$ cat config.mk
export PLATFORM = sky130hd
export DESIGN_NAME = dma_channel_transfer_sequencer
export DESIGN_NICKNAME = d
export VERILOG_FILES = /design/src/common/dma_seq_pkg.sv /design/src/rtl/dma_channel_transfer_sequencer.sv
export SDC_FILE = /design/constraint.sdc
export NUM_CORES = 2
export LEC_CHECK = 0
export BUFFER_PORTS_ARGS = -buffer_cell sky130_fd_sc_hd__buf_2
export CAP_MARGIN = 20
export CORE_MARGIN = 5
export CORE_UTILIZATION = 38
export CTS_CLUSTER_DIAMETER = 120
export DETAILED_ROUTE_END_ITERATION = 16
export GPL_TIMING_DRIVEN = 1
export PLACE_DENSITY_LB_ADDON = 0.08
export SYNTH_ARGS = -nofsm -noshare
export SYNTH_HDL_FRONTEND = slang
export SYNTH_SLANG_ARGS = --single-unit
$ cat constraint.sdc
create_clock -name MCLK -period 23.6 [get_ports MCLK]
set_clock_uncertainty 0.1 [all_clocks]
set_input_delay 4.72 -clock MCLK [delete_from_list [all_inputs] [get_ports MCLK]]
set_output_delay 4.72 -clock MCLK [all_outputs]
set_load 0.005 [all_outputs]
$ cat src/common/dma_seq_pkg.sv
/*
  Constants, register map and state type for the DMA channel transfer
  sequencer. Assumes a byte-addressed register port with 32-bit data.
*/
`default_nettype none

package dma_seq_pkg;
  // ==========================================================
  // sizes
  localparam int CHANNELS_DEF = 4; // channels, at most 6
  localparam int ADDR_W_DEF = 24; // address and count width
  localparam int BUS_AW = 8; // register port address width
  localparam int BUS_DW = 32; // register port data width
  localparam int CTRL_W = 7; // stored control bits per channel

  // ==========================================================
  // register map: channel n at n*16, globals above
  localparam logic [3:0] OFF_CTRL = 4'h0; // channel control
  localparam logic [3:0] OFF_SRC = 4'h4; // source latch / working
  localparam logic [3:0] OFF_DST = 4'h8; // destination latch / working
  localparam logic [3:0] OFF_CNT = 4'hc; // count latch / remaining
  localparam logic [7:0] OFF_TCCTL = 8'h68; // terminate pin control
  localparam logic [7:0] OFF_STATUS = 8'h70; // end status, read clears
  localparam logic [7:0] OFF_MASK = 8'h74; // interrupt mask
  localparam int TC_VALID_BIT = 1; // terminate pin validity bit

  // ==========================================================
  // channel control fields
  localparam int CB_EN = 0; // channel enable
  localparam int CB_STYLE = 1; // 1 = cycle steal unless CB_LEVEL is set, 0 = burst
  localparam int CB_LEVEL = 2; // edge/level detection, 1 = level; here it only forces burst, requests stay edge set
  localparam int CB_RPT = 3; // 1 = repeat, 0 = single
  localparam int CB_WORD = 4; // 1 = 2-byte unit, 0 = 1-byte unit
  localparam int CB_SFIX = 5; // source address fixed
  localparam int CB_DFIX = 6; // destination address fixed
  localparam int CB_REQ = 8; // read only: request flag
  localparam int CB_ACT = 9; // read only: channel owns the bus

  // ==========================================================
  // reset values and timing
  localparam logic [CTRL_W-1:0] CTRL_RST = 7'h00; // all channels off
  localparam int REQ_LAT_TENTHS = 15; // request to bus request, 0.1 phi
  localparam int REQ_LAT_CYC = (REQ_LAT_TENTHS + 9) / 10; // whole cycles

  typedef enum logic [3:0] {
    S_CPU = 4'h1, // cpu owns the bus
    S_ISSUE = 4'h2, // dma owns bus, loading one unit
    S_XFER = 4'h4, // unit on the bus
    S_EXT = 4'h8 // refresh or hold served without cpu
  } state_type;
endpackage

`default_nettype wire

$ cat src/rtl/dma_channel_transfer_sequencer.sv
/*
  DMA channel transfer sequencer: request flags, bus ownership, channel
  arbitration, single and repeat block modes, forced termination.
  Assumes a memory port that finishes each unit with XFER_DONE and a
  register master that follows the one-cycle strobe protocol.
*/
// Local design decisions: strobed register access and the register addresses.
`timescale 1ns/1ns
`default_nettype none

module dma_channel_transfer_sequencer #(
  parameter int CHANNELS = dma_seq_pkg::CHANNELS_DEF, // channel count
  parameter int ADDR_W = dma_seq_pkg::ADDR_W_DEF // address width
)
(
  input wire logic MCLK, // system clock
  input wire logic RST, // async reset, high
  input wire logic [dma_seq_pkg::BUS_AW-1:0] ADDR, // register address
  input wire logic [dma_seq_pkg::BUS_DW-1:0] WDATA, // write data
  input wire logic WR, // write strobe
  input wire logic RD, // read strobe
  output logic [dma_seq_pkg::BUS_DW-1:0] RDATA, // read data, next cycle
  input wire logic [CHANNELS-1:0] DMA_REQ, // request sources
  input wire logic TERMINATE_COUNT_INPUT, // terminate pin
  input wire logic REFRESH_REQ, // memory refresh request
  input wire logic HOLD_REQ, // hold request
  input wire logic XFER_DONE, // unit finished on the bus
  output logic CPU_OWNS, // cpu owns the bus
  output logic INT_BLOCK, // interrupts held off
  output logic EXT_GRANT, // refresh or hold granted
  output logic BUS_REQUEST, // internal dma bus request
  output logic XFER_VALID, // unit on the bus
  output logic [$clog2(CHANNELS)-1:0] XFER_CH, // channel of the unit
  output logic [ADDR_W-1:0] XFER_SRC, // source address
  output logic [ADDR_W-1:0] XFER_DST, // destination address
  output logic XFER_WORD, // 2-byte unit
  output logic IRQ // level interrupt
);
  import dma_seq_pkg::*;
  localparam int CH_W = $clog2(CHANNELS);

  // ==========================================================
  // storage
  state_type state, next_state;
  logic [CH_W-1:0] act, next_act;
  logic resume;
  logic tc_valid, tc_prev;
  logic [CTRL_W-1:0] ctrl [CHANNELS];
  logic [ADDR_W-1:0] src_latch [CHANNELS];
  logic [ADDR_W-1:0] dst_latch [CHANNELS];
  logic [ADDR_W-1:0] cnt_latch [CHANNELS];
  logic [ADDR_W-1:0] src_work [CHANNELS];
  logic [ADDR_W-1:0] dst_work [CHANNELS];
  logic [ADDR_W-1:0] cnt_work [CHANNELS];
  logic [CHANNELS-1:0] req_flag, req_dly, req_prev, status, mask, en_vec;
  logic [BUS_DW-1:0] rd_val;

  // unit size in bytes
  function automatic logic [ADDR_W-1:0] unit_bytes(input logic [CTRL_W-1:0] c);
    unit_bytes = c[CB_WORD] ? ADDR_W'(2) : ADDR_W'(1);
  endfunction

  // next address, held when fixed
  function automatic logic [ADDR_W-1:0] step(input logic [ADDR_W-1:0] a,
                                             input logic fix,
                                             input logic [CTRL_W-1:0] c);
    step = fix ? a : a + unit_bytes(c);
  endfunction

  // lowest index wins
  function automatic logic [CH_W-1:0] first_req(input logic [CHANNELS-1:0] v);
    first_req = '0;
    for (int i = CHANNELS - 1; i >= 0; i--)
      if (v[i])
        first_req = CH_W'(i);
  endfunction

  // ==========================================================
  // register decode
  wire logic [3:0] reg_ch = ADDR[7:4];
  wire logic [3:0] reg_off = ADDR[3:0];
  wire logic ch_hit = reg_ch < 4'(CHANNELS);
  wire logic [CH_W-1:0] sel = reg_ch[CH_W-1:0];
  wire logic wr_ctrl = WR & ch_hit & (reg_off == OFF_CTRL);
  wire logic wr_src = WR & ch_hit & (reg_off == OFF_SRC);
  wire logic wr_dst = WR & ch_hit & (reg_off == OFF_DST);
  wire logic wr_cnt = WR & ch_hit & (reg_off == OFF_CNT);
  wire logic rd_status = RD & (ADDR == OFF_STATUS);

  for (genvar g = 0; g < CHANNELS; g++)
  begin : g_en
    assign en_vec[g] = ctrl[g][CB_EN];
  end

  // ==========================================================
  // active channel view
  wire logic [CTRL_W-1:0] cur = ctrl[act];
  wire logic steal = cur[CB_STYLE] & ~cur[CB_LEVEL];
  wire logic last = cnt_work[act] <= unit_bytes(cur);
  wire logic busy = state != S_CPU;
  wire logic done = (state == S_XFER) & XFER_DONE;
  wire logic ext = REFRESH_REQ | HOLD_REQ;
  wire logic [CHANNELS-1:0] act_hot = CHANNELS'(1) << act;

  // forced end: falling terminate edge hits the active channel, or all when idle
  wire logic tc_fall = tc_valid & tc_prev & ~TERMINATE_COUNT_INPUT;
  wire logic [CHANNELS-1:0] term = tc_fall ? (busy ? act_hot : '1) : '0;
  wire logic stop = ~cur[CB_EN] | (|(term & act_hot));
  wire logic batch_end = done & (last | stop);
  wire logic normal_end = batch_end & ~stop & ~cur[CB_RPT];
  wire logic reload = batch_end & ~stop & cur[CB_RPT];

  // ==========================================================
  // request flags: edge sets, set wins over clear
  wire logic [CHANNELS-1:0] rise = DMA_REQ & ~req_prev;
  wire logic [CHANNELS-1:0] burst_own = (busy & ~steal) ? act_hot : '0;
  wire logic [CHANNELS-1:0] unit_clr = (done & (steal | batch_end)) ? act_hot : '0;
  wire logic [CHANNELS-1:0] req_set = rise & en_vec & ~burst_own;
  wire logic [CHANNELS-1:0] req_clr = unit_clr | ~en_vec;
  wire logic [CHANNELS-1:0] next_flag = req_set | (req_flag & ~req_clr);
  // a flag counts as a bus request only once it has aged one cycle
  wire logic [CHANNELS-1:0] pend = req_flag & req_dly;
  wire logic [CHANNELS-1:0] pend_live = pend & ~req_clr;

  // flags, pin history
  always_ff @(posedge MCLK or posedge RST)
  begin
    if (RST)
    begin
      req_flag <= '0;
      req_dly <= '0;
      req_prev <= '0;
      tc_prev <= 1'b1;
    end
    else
    begin
      req_flag <= next_flag;
      req_dly <= req_flag & ~req_clr;
      req_prev <= DMA_REQ;
      tc_prev <= TERMINATE_COUNT_INPUT;
    end
  end

  // ==========================================================
  // ownership sequencing
  wire logic cont = (state == S_XFER) ? (~steal & ~batch_end) : resume;
  wire logic decide = done | ((state == S_EXT) & ~ext);

  always_comb
  begin
    next_state = state;
    next_act = act;
    case (state)
      S_CPU:
        if (|pend)
        begin
          next_state = S_ISSUE;
          next_act = first_req(pend);
        end
      S_ISSUE:
        next_state = S_XFER;
      S_XFER, S_EXT:
        if (decide)
        begin
          if (done & ext)
            next_state = S_EXT;
          else if (cont)
            next_state = S_ISSUE;
          else if (steal & (|pend_live))
          begin
            next_state = S_ISSUE;
            next_act = first_req(pend_live);
          end
          else
            next_state = S_CPU;
        end
      default:
        next_state = S_CPU;
    endcase
  end

  // state and bus-side outputs
  always_ff @(posedge MCLK or posedge RST)
  begin
    if (RST)
    begin
      state <= S_CPU;
      act <= '0;
      resume <= 1'b0;
      CPU_OWNS <= 1'b1;
      INT_BLOCK <= 1'b0;
      EXT_GRANT <= 1'b0;
      BUS_REQUEST <= 1'b0;
      XFER_VALID <= 1'b0;
    end
    else
    begin
      state <= next_state;
      act <= next_act;
      resume <= done ? cont : resume;
      CPU_OWNS <= next_state == S_CPU;
      INT_BLOCK <= next_state != S_CPU;
      EXT_GRANT <= next_state == S_EXT;
      BUS_REQUEST <= |pend;
      XFER_VALID <= next_state == S_XFER;
    end
  end

  // unit address and size, loaded as the unit is issued
  always_ff @(posedge MCLK or posedge RST)
  begin
    if (RST)
    begin
      XFER_CH <= '0;
      XFER_SRC <= '0;
      XFER_DST <= '0;
      XFER_WORD <= 1'b0;
    end
    else if (state == S_ISSUE)
    begin
      XFER_CH <= act;
      XFER_SRC <= src_work[act];
      XFER_DST <= dst_work[act];
      XFER_WORD <= cur[CB_WORD];
    end
  end

  // ==========================================================
  // channel registers: latches and working copies
  always_ff @(posedge MCLK or posedge RST)
  begin
    if (RST)
    begin
      for (int i = 0; i < CHANNELS; i++)
      begin
        ctrl[i] <= CTRL_RST;
        src_latch[i] <= '0;
        dst_latch[i] <= '0;
        cnt_latch[i] <= '0;
        src_work[i] <= '0;
        dst_work[i] <= '0;
        cnt_work[i] <= '0;
      end
    end
    else
    begin
      for (int i = 0; i < CHANNELS; i++)
      begin
        if (wr_ctrl & (sel == CH_W'(i)))
          ctrl[i] <= WDATA[CTRL_W-1:0];
        if (term[i] | (normal_end & (act == CH_W'(i))))
          ctrl[i][CB_EN] <= 1'b0;
        if (wr_src & (sel == CH_W'(i)))
          src_latch[i] <= WDATA[ADDR_W-1:0];
        if (wr_dst & (sel == CH_W'(i)))
          dst_latch[i] <= WDATA[ADDR_W-1:0];
        if (wr_cnt & (sel == CH_W'(i)))
          cnt_latch[i] <= WDATA[ADDR_W-1:0];
        if ((wr_ctrl & (sel == CH_W'(i)) & WDATA[CB_EN] & ~ctrl[i][CB_EN])
            | (reload & (act == CH_W'(i))))
        begin
          src_work[i] <= src_latch[i];
          dst_work[i] <= dst_latch[i];
          cnt_work[i] <= cnt_latch[i];
        end
        else if (done & (act == CH_W'(i)))
        begin
          src_work[i] <= step(src_work[i], ctrl[i][CB_SFIX], ctrl[i]);
          dst_work[i] <= step(dst_work[i], ctrl[i][CB_DFIX], ctrl[i]);
          cnt_work[i] <= last ? '0 : cnt_work[i] - unit_bytes(ctrl[i]);
        end
      end
    end
  end

  // ==========================================================
  // read mux: working registers read back, latches are write only
  always_comb
  begin
    rd_val = '0;
    if (ch_hit)
      case (reg_off)
        OFF_CTRL:
          rd_val = BUS_DW'({busy & (act == sel), req_flag[sel], 1'b0, ctrl[sel]});
        OFF_SRC:
          rd_val = BUS_DW'(src_work[sel]);
        OFF_DST:
          rd_val = BUS_DW'(dst_work[sel]);
        OFF_CNT:
          rd_val = BUS_DW'(cnt_work[sel]);
        default:
          rd_val = '0;
      endcase
    else if (ADDR == OFF_TCCTL)
      rd_val = BUS_DW'({tc_valid, 1'b0});
    else if (ADDR == OFF_STATUS)
      rd_val = BUS_DW'(status);
    else if (ADDR == OFF_MASK)
      rd_val = BUS_DW'(mask);
  end

  // status, mask, pin validity, read data, interrupt
  wire logic [CHANNELS-1:0] next_status = (normal_end ? act_hot : '0)
                                          | (status & ~(rd_status ? '1 : '0));

  always_ff @(posedge MCLK or posedge RST)
  begin
    if (RST)
    begin
      status <= '0;
      mask <= '0;
      tc_valid <= 1'b0;
      RDATA <= '0;
      IRQ <= 1'b0;
    end
    else
    begin
      status <= next_status;
      if (WR & (ADDR == OFF_MASK))
        mask <= WDATA[CHANNELS-1:0];
      if (WR & (ADDR == OFF_TCCTL))
        tc_valid <= WDATA[TC_VALID_BIT];
      RDATA <= RD ? rd_val : '0;
      IRQ <= |(next_status & mask);
    end
  end

  // ==========================================================
  // checks
  int_held_a: assert property (@(posedge MCLK) disable iff (RST)
    !CPU_OWNS |-> INT_BLOCK)
    else $error("interrupts open while dma owns bus");

  req_latency_a: assert property (@(posedge MCLK) disable iff (RST)
    (rise[0] && en_vec[0] && !req_flag[0]) |=> req_flag[0] && !pend[0])
    else $error("request reached bus request too early");

  burst_hold_a: assert property (@(posedge MCLK) disable iff (RST)
    (done && !steal && !ext && act == 0 && !batch_end) |=> req_flag[0] ##1 state == S_XFER)
    else $error("burst flag cleared mid batch");

  steal_clear_a: assert property (@(posedge MCLK) disable iff (RST)
    (done && steal && act == 0 && !rise[0]) |=> !req_flag[0])
    else $error("cycle steal flag not cleared");

  one_unit_a: assert property (@(posedge MCLK) disable iff (RST)
    (done && steal) |=> !XFER_VALID)
    else $error("second unit without new decision");

  ext_keep_a: assert property (@(posedge MCLK) disable iff (RST)
    (done && ext) |=> EXT_GRANT && !CPU_OWNS)
    else $error("refresh or hold not granted directly");

  cpu_return_a: assert property (@(posedge MCLK) disable iff (RST)
    (done && steal && !ext && pend_live == '0) |=> CPU_OWNS)
    else $error("bus kept with nothing pending");

  single_irq_a: assert property (@(posedge MCLK) disable iff (RST)
    (normal_end && act == 0) |=> status[0] && !en_vec[0])
    else $error("single end without interrupt");

  repeat_quiet_a: assert property (@(posedge MCLK) disable iff (RST)
    (done && cur[CB_RPT]) |=> $stable(status) || $past(rd_status))
    else $error("repeat mode raised interrupt");

  reload_a: assert property (@(posedge MCLK) disable iff (RST)
    (reload && act == 0) |=> cnt_work[0] == $past(cnt_latch[0]))
    else $error("repeat block did not reload");

  tc_stop_a: assert property (@(posedge MCLK) disable iff (RST)
    (tc_fall && busy && act == 0) |=> !en_vec[0])
    else $error("terminate edge ignored");
endmodule

`default_nettype wire

# After elaboration in Yosys (flattened, before gate mapping)
# Index checks and enable logic that the tools add are counted.
# Widths: inputs -> output; s select.
dict set report classes {
  add_sub_neg 12
  order_cmp 5
  n_eq_ne 35
  shifts 1
  mux 108
  bitwise 103
  n_reduce_logical 26
}
# operator count
set ops {}
lappend ops {{$mux 24} 48}
lappend ops {{$bmux 24 s2} 6}
lappend ops {{$add 24x24->24} 8}
lappend ops {{$pmux 24 s4} 1}
lappend ops {{$sub 24x2->24} 4}
lappend ops {{$mux 32} 2}
lappend ops {{$and 1x1->1} 59}
lappend ops {{$mux 4} 12}
lappend ops {{$mux 2} 20}
lappend ops {{$and 4x4->4} 9}
lappend ops {{$bmux 7 s2} 2}
lappend ops {{$eq 8x7->1 const B} 3}
lappend ops {{$le 24x2->1} 1}
lappend ops {{$not 4->4} 5}
lappend ops {{$reduce_bool 2->1} 9}
lappend ops {{$eq 4x4->1 const B} 4}
lappend ops {{$ne 2x1->1 const B} 8}
lappend ops {{$reduce_and 2->1} 8}
lappend ops {{$reduce_or 4->1} 4}
lappend ops {{$mux 7} 2}
lappend ops {{$or 1x1->1} 13}
lappend ops {{$eq 4x3->1 const B} 3}
lappend ops {{$not 1->1} 12}
lappend ops {{$or 4x4->4} 3}
lappend ops {{21 further kinds} 44}
dict set report word_totals {
  reg_bits 722
  input_bits 52
  out_inout_bits 89
  wordCells 343
}

# Longest topological paths before layout
dict set report depth {
  depth_word 23
  depth_mapped 17
  mapped_depth_nobuf 12
}

# Worst setup path after synthesis
# Ideal clock, no wire load.
dict set report synth_path {
  path_kind {input to register}
  from {input ADDR[4] (netlist name)}
  to {register RDATA[19] (netlist name)}
  setup_ps 136
  arrival_ps 6672
  t_required_ps 23364
  slack_ps 16692
  cell_stages 6
  path_cell_list {clkbuf_1 > buf_1 > buf_1 > mux4_2 > nand2_1 > a21oi_1}
}
dict set report synth_via {
  elab_chain_len 7
  elab_cells_between_ends 14
  cone_classes {order compare (1); mux (12); bitwise (1)}
}
# item line
set synth_rtl {}
lappend synth_rtl {{start, declared} dma_channel_transfer_sequencer.sv:18} ;# input wire logic [dma_seq_pkg::BUS_AW-1:0] ADDR,
lappend synth_rtl {{$not 2->3 (not written as such)} {dma_channel_transfer_sequencer.sv:286, dma_channel_transfer_sequencer.sv:288, dma_channel_transfer_sequencer.sv:290}}
lappend synth_rtl {{$bmux 24 s2 (on tied branches)} {dma_channel_transfer_sequencer.sv:290, dma_channel_transfer_sequencer.sv:286, dma_channel_transfer_sequencer.sv:288}}
lappend synth_rtl {{$mux 24 (on tied branches) (2 in a row)} {dma_channel_transfer_sequencer.sv:290, dma_channel_transfer_sequencer.sv:286, dma_channel_transfer_sequencer.sv:288}}
lappend synth_rtl {{$pmux 24 s4} dma_channel_transfer_sequencer.sv:282} ;# case (reg_off)
lappend synth_rtl {{$mux 32 *} dma_channel_transfer_sequencer.sv:281} ;# if (ch_hit)
lappend synth_rtl {{$mux 32 *} dma_channel_transfer_sequencer.sv:323} ;# RDATA <= RD ? rd_val : '0;
lappend synth_rtl {{end signal, assigned} dma_channel_transfer_sequencer.sv:323}
lappend synth_rtl {{end, declared} dma_channel_transfer_sequencer.sv:22} ;# output logic [dma_seq_pkg::BUS_DW-1:0] RDATA,
# Mark *: on every way between the ends. The rest lies on a longest branch, timed or not. The select of a mux whose other input is x is not followed.
# A chain may end at the register's enable or synchronous reset.

# Worst setup path in the final report
dict set report layout_path {
  from {input ADDR[4] (netlist name)}
  to {register cnt_work[68] (netlist name)}
}
dict set report layout_via {
  elab_chain_len 8
  elab_cells_between_ends 10
  cone_classes {order compare (1); eq/ne (1); mux (1); bitwise (6); reduce/logical (1)}
}
# item line
set layout_rtl {}
lappend layout_rtl {{$lt 4x3->1} dma_channel_transfer_sequencer.sv:82} ;# wire logic ch_hit = reg_ch < 4'(CHANNELS);
lappend layout_rtl {{$and 1x1->1 (2 in a row)} dma_channel_transfer_sequencer.sv:84} ;# wire logic wr_ctrl = WR & ch_hit & (reg_off == OFF_CTRL);
lappend layout_rtl {{$and 1x1->1 * (3 in a row)} dma_channel_transfer_sequencer.sv:259} ;# if ((wr_ctrl & (sel == CH_W'(i)) & WDATA[CB_EN] & ~ctrl[i][CB_EN])
lappend layout_rtl {{$or 1x1->1 *} dma_channel_transfer_sequencer.sv:260} ;# | (reload & (act == CH_W'(i))))
lappend layout_rtl {{$mux 24 or $reduce_bool 2->1 (tied branches)} -}
lappend layout_rtl {{end signal, assigned by index} dma_channel_transfer_sequencer.sv:264} ;# cnt_work[i] <= cnt_latch[i];
lappend layout_rtl {{end signal, assigned by index} dma_channel_transfer_sequencer.sv:270} ;# cnt_work[i] <= last ? '0 : cnt_work[i] - unit_bytes(ctrl[i]);
lappend layout_rtl {{end, declared} dma_channel_transfer_sequencer.sv:54} ;# logic [ADDR_W-1:0] cnt_work [CHANNELS];
# Mark *: on every way between the ends. The rest lies on a longest branch, timed or not.

==> results_dict.tcl <==
set metrics [dict create \
    chipHeight_um 321 \
    avgSynthCellArea_um2 11.0 \
    async_reset_ff_frac 1.00 \
    fin_nets 3498 \
    yosysSeqAreaShare 0.486 \
    portBuffers 124 \
    via_count 27431 \
    hold_viol_final 0 \
    synth_edf_count 0 \
    status "finished, final reports clean" \
    multiInputGateArea_um2 17700 \
    wl_met3_um 7580 \
    drt-wirelength-per-cell_um 25.6 \
    met1_length_um 56300 \
    die_w_um 321 \
    slew_headroom 0.198 \
    routabilityCongestion 0.883 \
    fin_tns_setup_ps 0 \
    post_cts_buffers 0 \
    tritoncts "done" \
    crit_required_ps 24050 \
    dpl.cell_count 4595 \
    clkLatencyLatePin_ps 660 \
    min_path_type "flop to flop" \
    layout_common_cells "dfrtp_1 (709), nand2_1 (461), mux2_2 (361)" \
    wl_um 122000 \
    first_global_vias 27655 \
    power_mw 2.86 \
    synthToLayoutAreaGrowth_pct 13.3 \
    wl_met2_um 54300 \
    finalMaxSlewViolations 0 \
    dieArea_um2 103000 \
    start_util 0.381 \
    cellPowerDensity_nw_per_um2 68.5 \
    netlist_area_um2 36800 \
    drive_gt1_frac 0.251 \
    synthCells 3355 \
    fin_crit_sh 0.370 \
    final_common_cell "dfrtp_1" \
    worst_pin_slew_ps 1190 \
    cts_resized 0 \
    start_kind "input pin" \
    worstPathArrival_ps 9180 \
    htree_levels 3 \
    drtIter0Drc 2294 \
    holdWs_ps 345 \
    ys_ff_latch 714 \
    drc 0 \
    cts_buffers 84 \
    synth.distinct_cells 80 \
    fin_util 0.432 \
    min_period_ps 8730 \
    firstDrtPassIters 5 \
    cts_hold_buf 0 \
    viasPerCell 5.77 \
    hpwl_um 84200 \
    setup_viol 0 \
    critical_path_class "input pin to flop" \
    grt_antenna_before_repair 5 \
    crit_fanout 87 \
    fill_cells 9076 \
    end_kind "flop" \
    cap_violations 0 \
    track_usage 0.236 \
    grt_max_degree 151 \
    postRouteAntennaNets 0 \
    coreArea_um2 96400 \
    overflow 0 \
    regArea_um2 17900 \
    fmax_ghz 0.115 \
    ys.flop_type "dfrtp_1" \
    io_pins 141 \
    p_leak_nw 18.4 \
    rsz0062_at_grt "no" \
    ys_warn_count 0 \
    clockRootBuffer "clkbuf_16" \
    cts.sinks 714 \
    vdd_drop_max_uv 47.9 \
    fin_cells 4756 \
    fp-row-count 114 \
    top_layer_used "met4" \
    grt_pass1_wl_um 184000 \
    cts_buffer_depth 3 \
    clk_pin_slew_ps 60 \
]
[cell families after synthesis]
family                     after synthesis  share of synthesized area
xor gates and xnor gates               179                     0.0426
other                                    1                   0.000102
AOI/OAI and AO/OA                      632                     0.0992
adders and majority gates               38                     0.0154
and+or+nand+nor                        996                      0.128
muxes                                  503                      0.195
buffers and inverters                  292                     0.0345
DFF                                    714                      0.486
[worst paths after layout]
path	from	endpoint	slack [ps]	cells after the start
min in group asynchronous	RST	resume	3960	2
min reg2reg	cnt_latch[85]	cnt_work[85]	350	2
min	cnt_latch[85]	cnt_work[85]	350	2
max in group asynchronous	RST	dst_work[94]	15820	6
max reg2reg	act[0]	cnt_work[18]	18190	13
max	ADDR[4]	cnt_work[68]	14870	9
[sequential cells by signal (all words and copies together) (netlist names), 2 cells and up]
signal and flops:
status 4, cnt_latch 96, RDATA 24, req_prev 4, dst_latch 96, src_latch 96, XFER_SRC 24, state 4
req_dly 4, req_flag 4, XFER_DST 24, act 2, cnt_work 96, dst_work 96, XFER_CH 2, ctrl 28
mask 4, src_work 96
[layer usage]
metal / vias up / global-route usage
li1: 12143 / -
met1: 14175 / 0.348
met2: 918 / 0.359
met3: 195 / 0.0413
met5: - / 0
met4: 0 / 0.0703
[where the power goes]
part           total, mW  internal (mW)  switching [mW]
registers           1.28           1.26          0.0219
logic              0.149         0.0504          0.0987
clock network       1.43          0.890           0.539
[cells in the mapped netlist (18+ instances only)]
library cell    n  area [µm²]
a22oi_1        54         405
nand4_1        43         269
nand3_1        77         385
buf_2          23         115
xor2_1        119        1040
nand2_1       465        1750
xnor2_1        60         526
dfrtp_1       711       17800
inv_1          65         244
nand2b_1       24         150
mux4_2        132        2970
and3_1         44         275
nor3_1         88         440
ha_1           26         325
o21ai_0       316        1580
o21ai_1        73         365
clkbuf_1      151         567
mux2_2        361        4070
buf_4          30         225
nor2_1        129         484
buf_1          18        67.6
a21oi_1       107         536
nor4_1         42         263
[critical path, cell delays in order]
cell and delay (ps):
buf_6 580, buf_4 770, nor2b_1 360, nand2_1 480, o32ai_4 360, buf_4 770, buf_4 660, a21oi_1 100
a21o_1 180
[area by class of cell]
cell class	instances	area share
antenna	1	0.0000601
clock buffer	124	0.0611
clock inverter	33	0.0126
inverter	66	0.00604
multi-input combinational	2356	0.425
sequential	714	0.429
tap	1276	0.0383
timing repair buffer	186	0.0277
[per-stage QoR]
stage               cell area (µm²)  worst slack [ps]
global placement              38500             14120
detailed placement            38500             14090
floorplan                     36800              9000
finish                        41700             14870
CTS                           41600             14810
global route                  41700             14560
(Power assumes the default switching activity.)
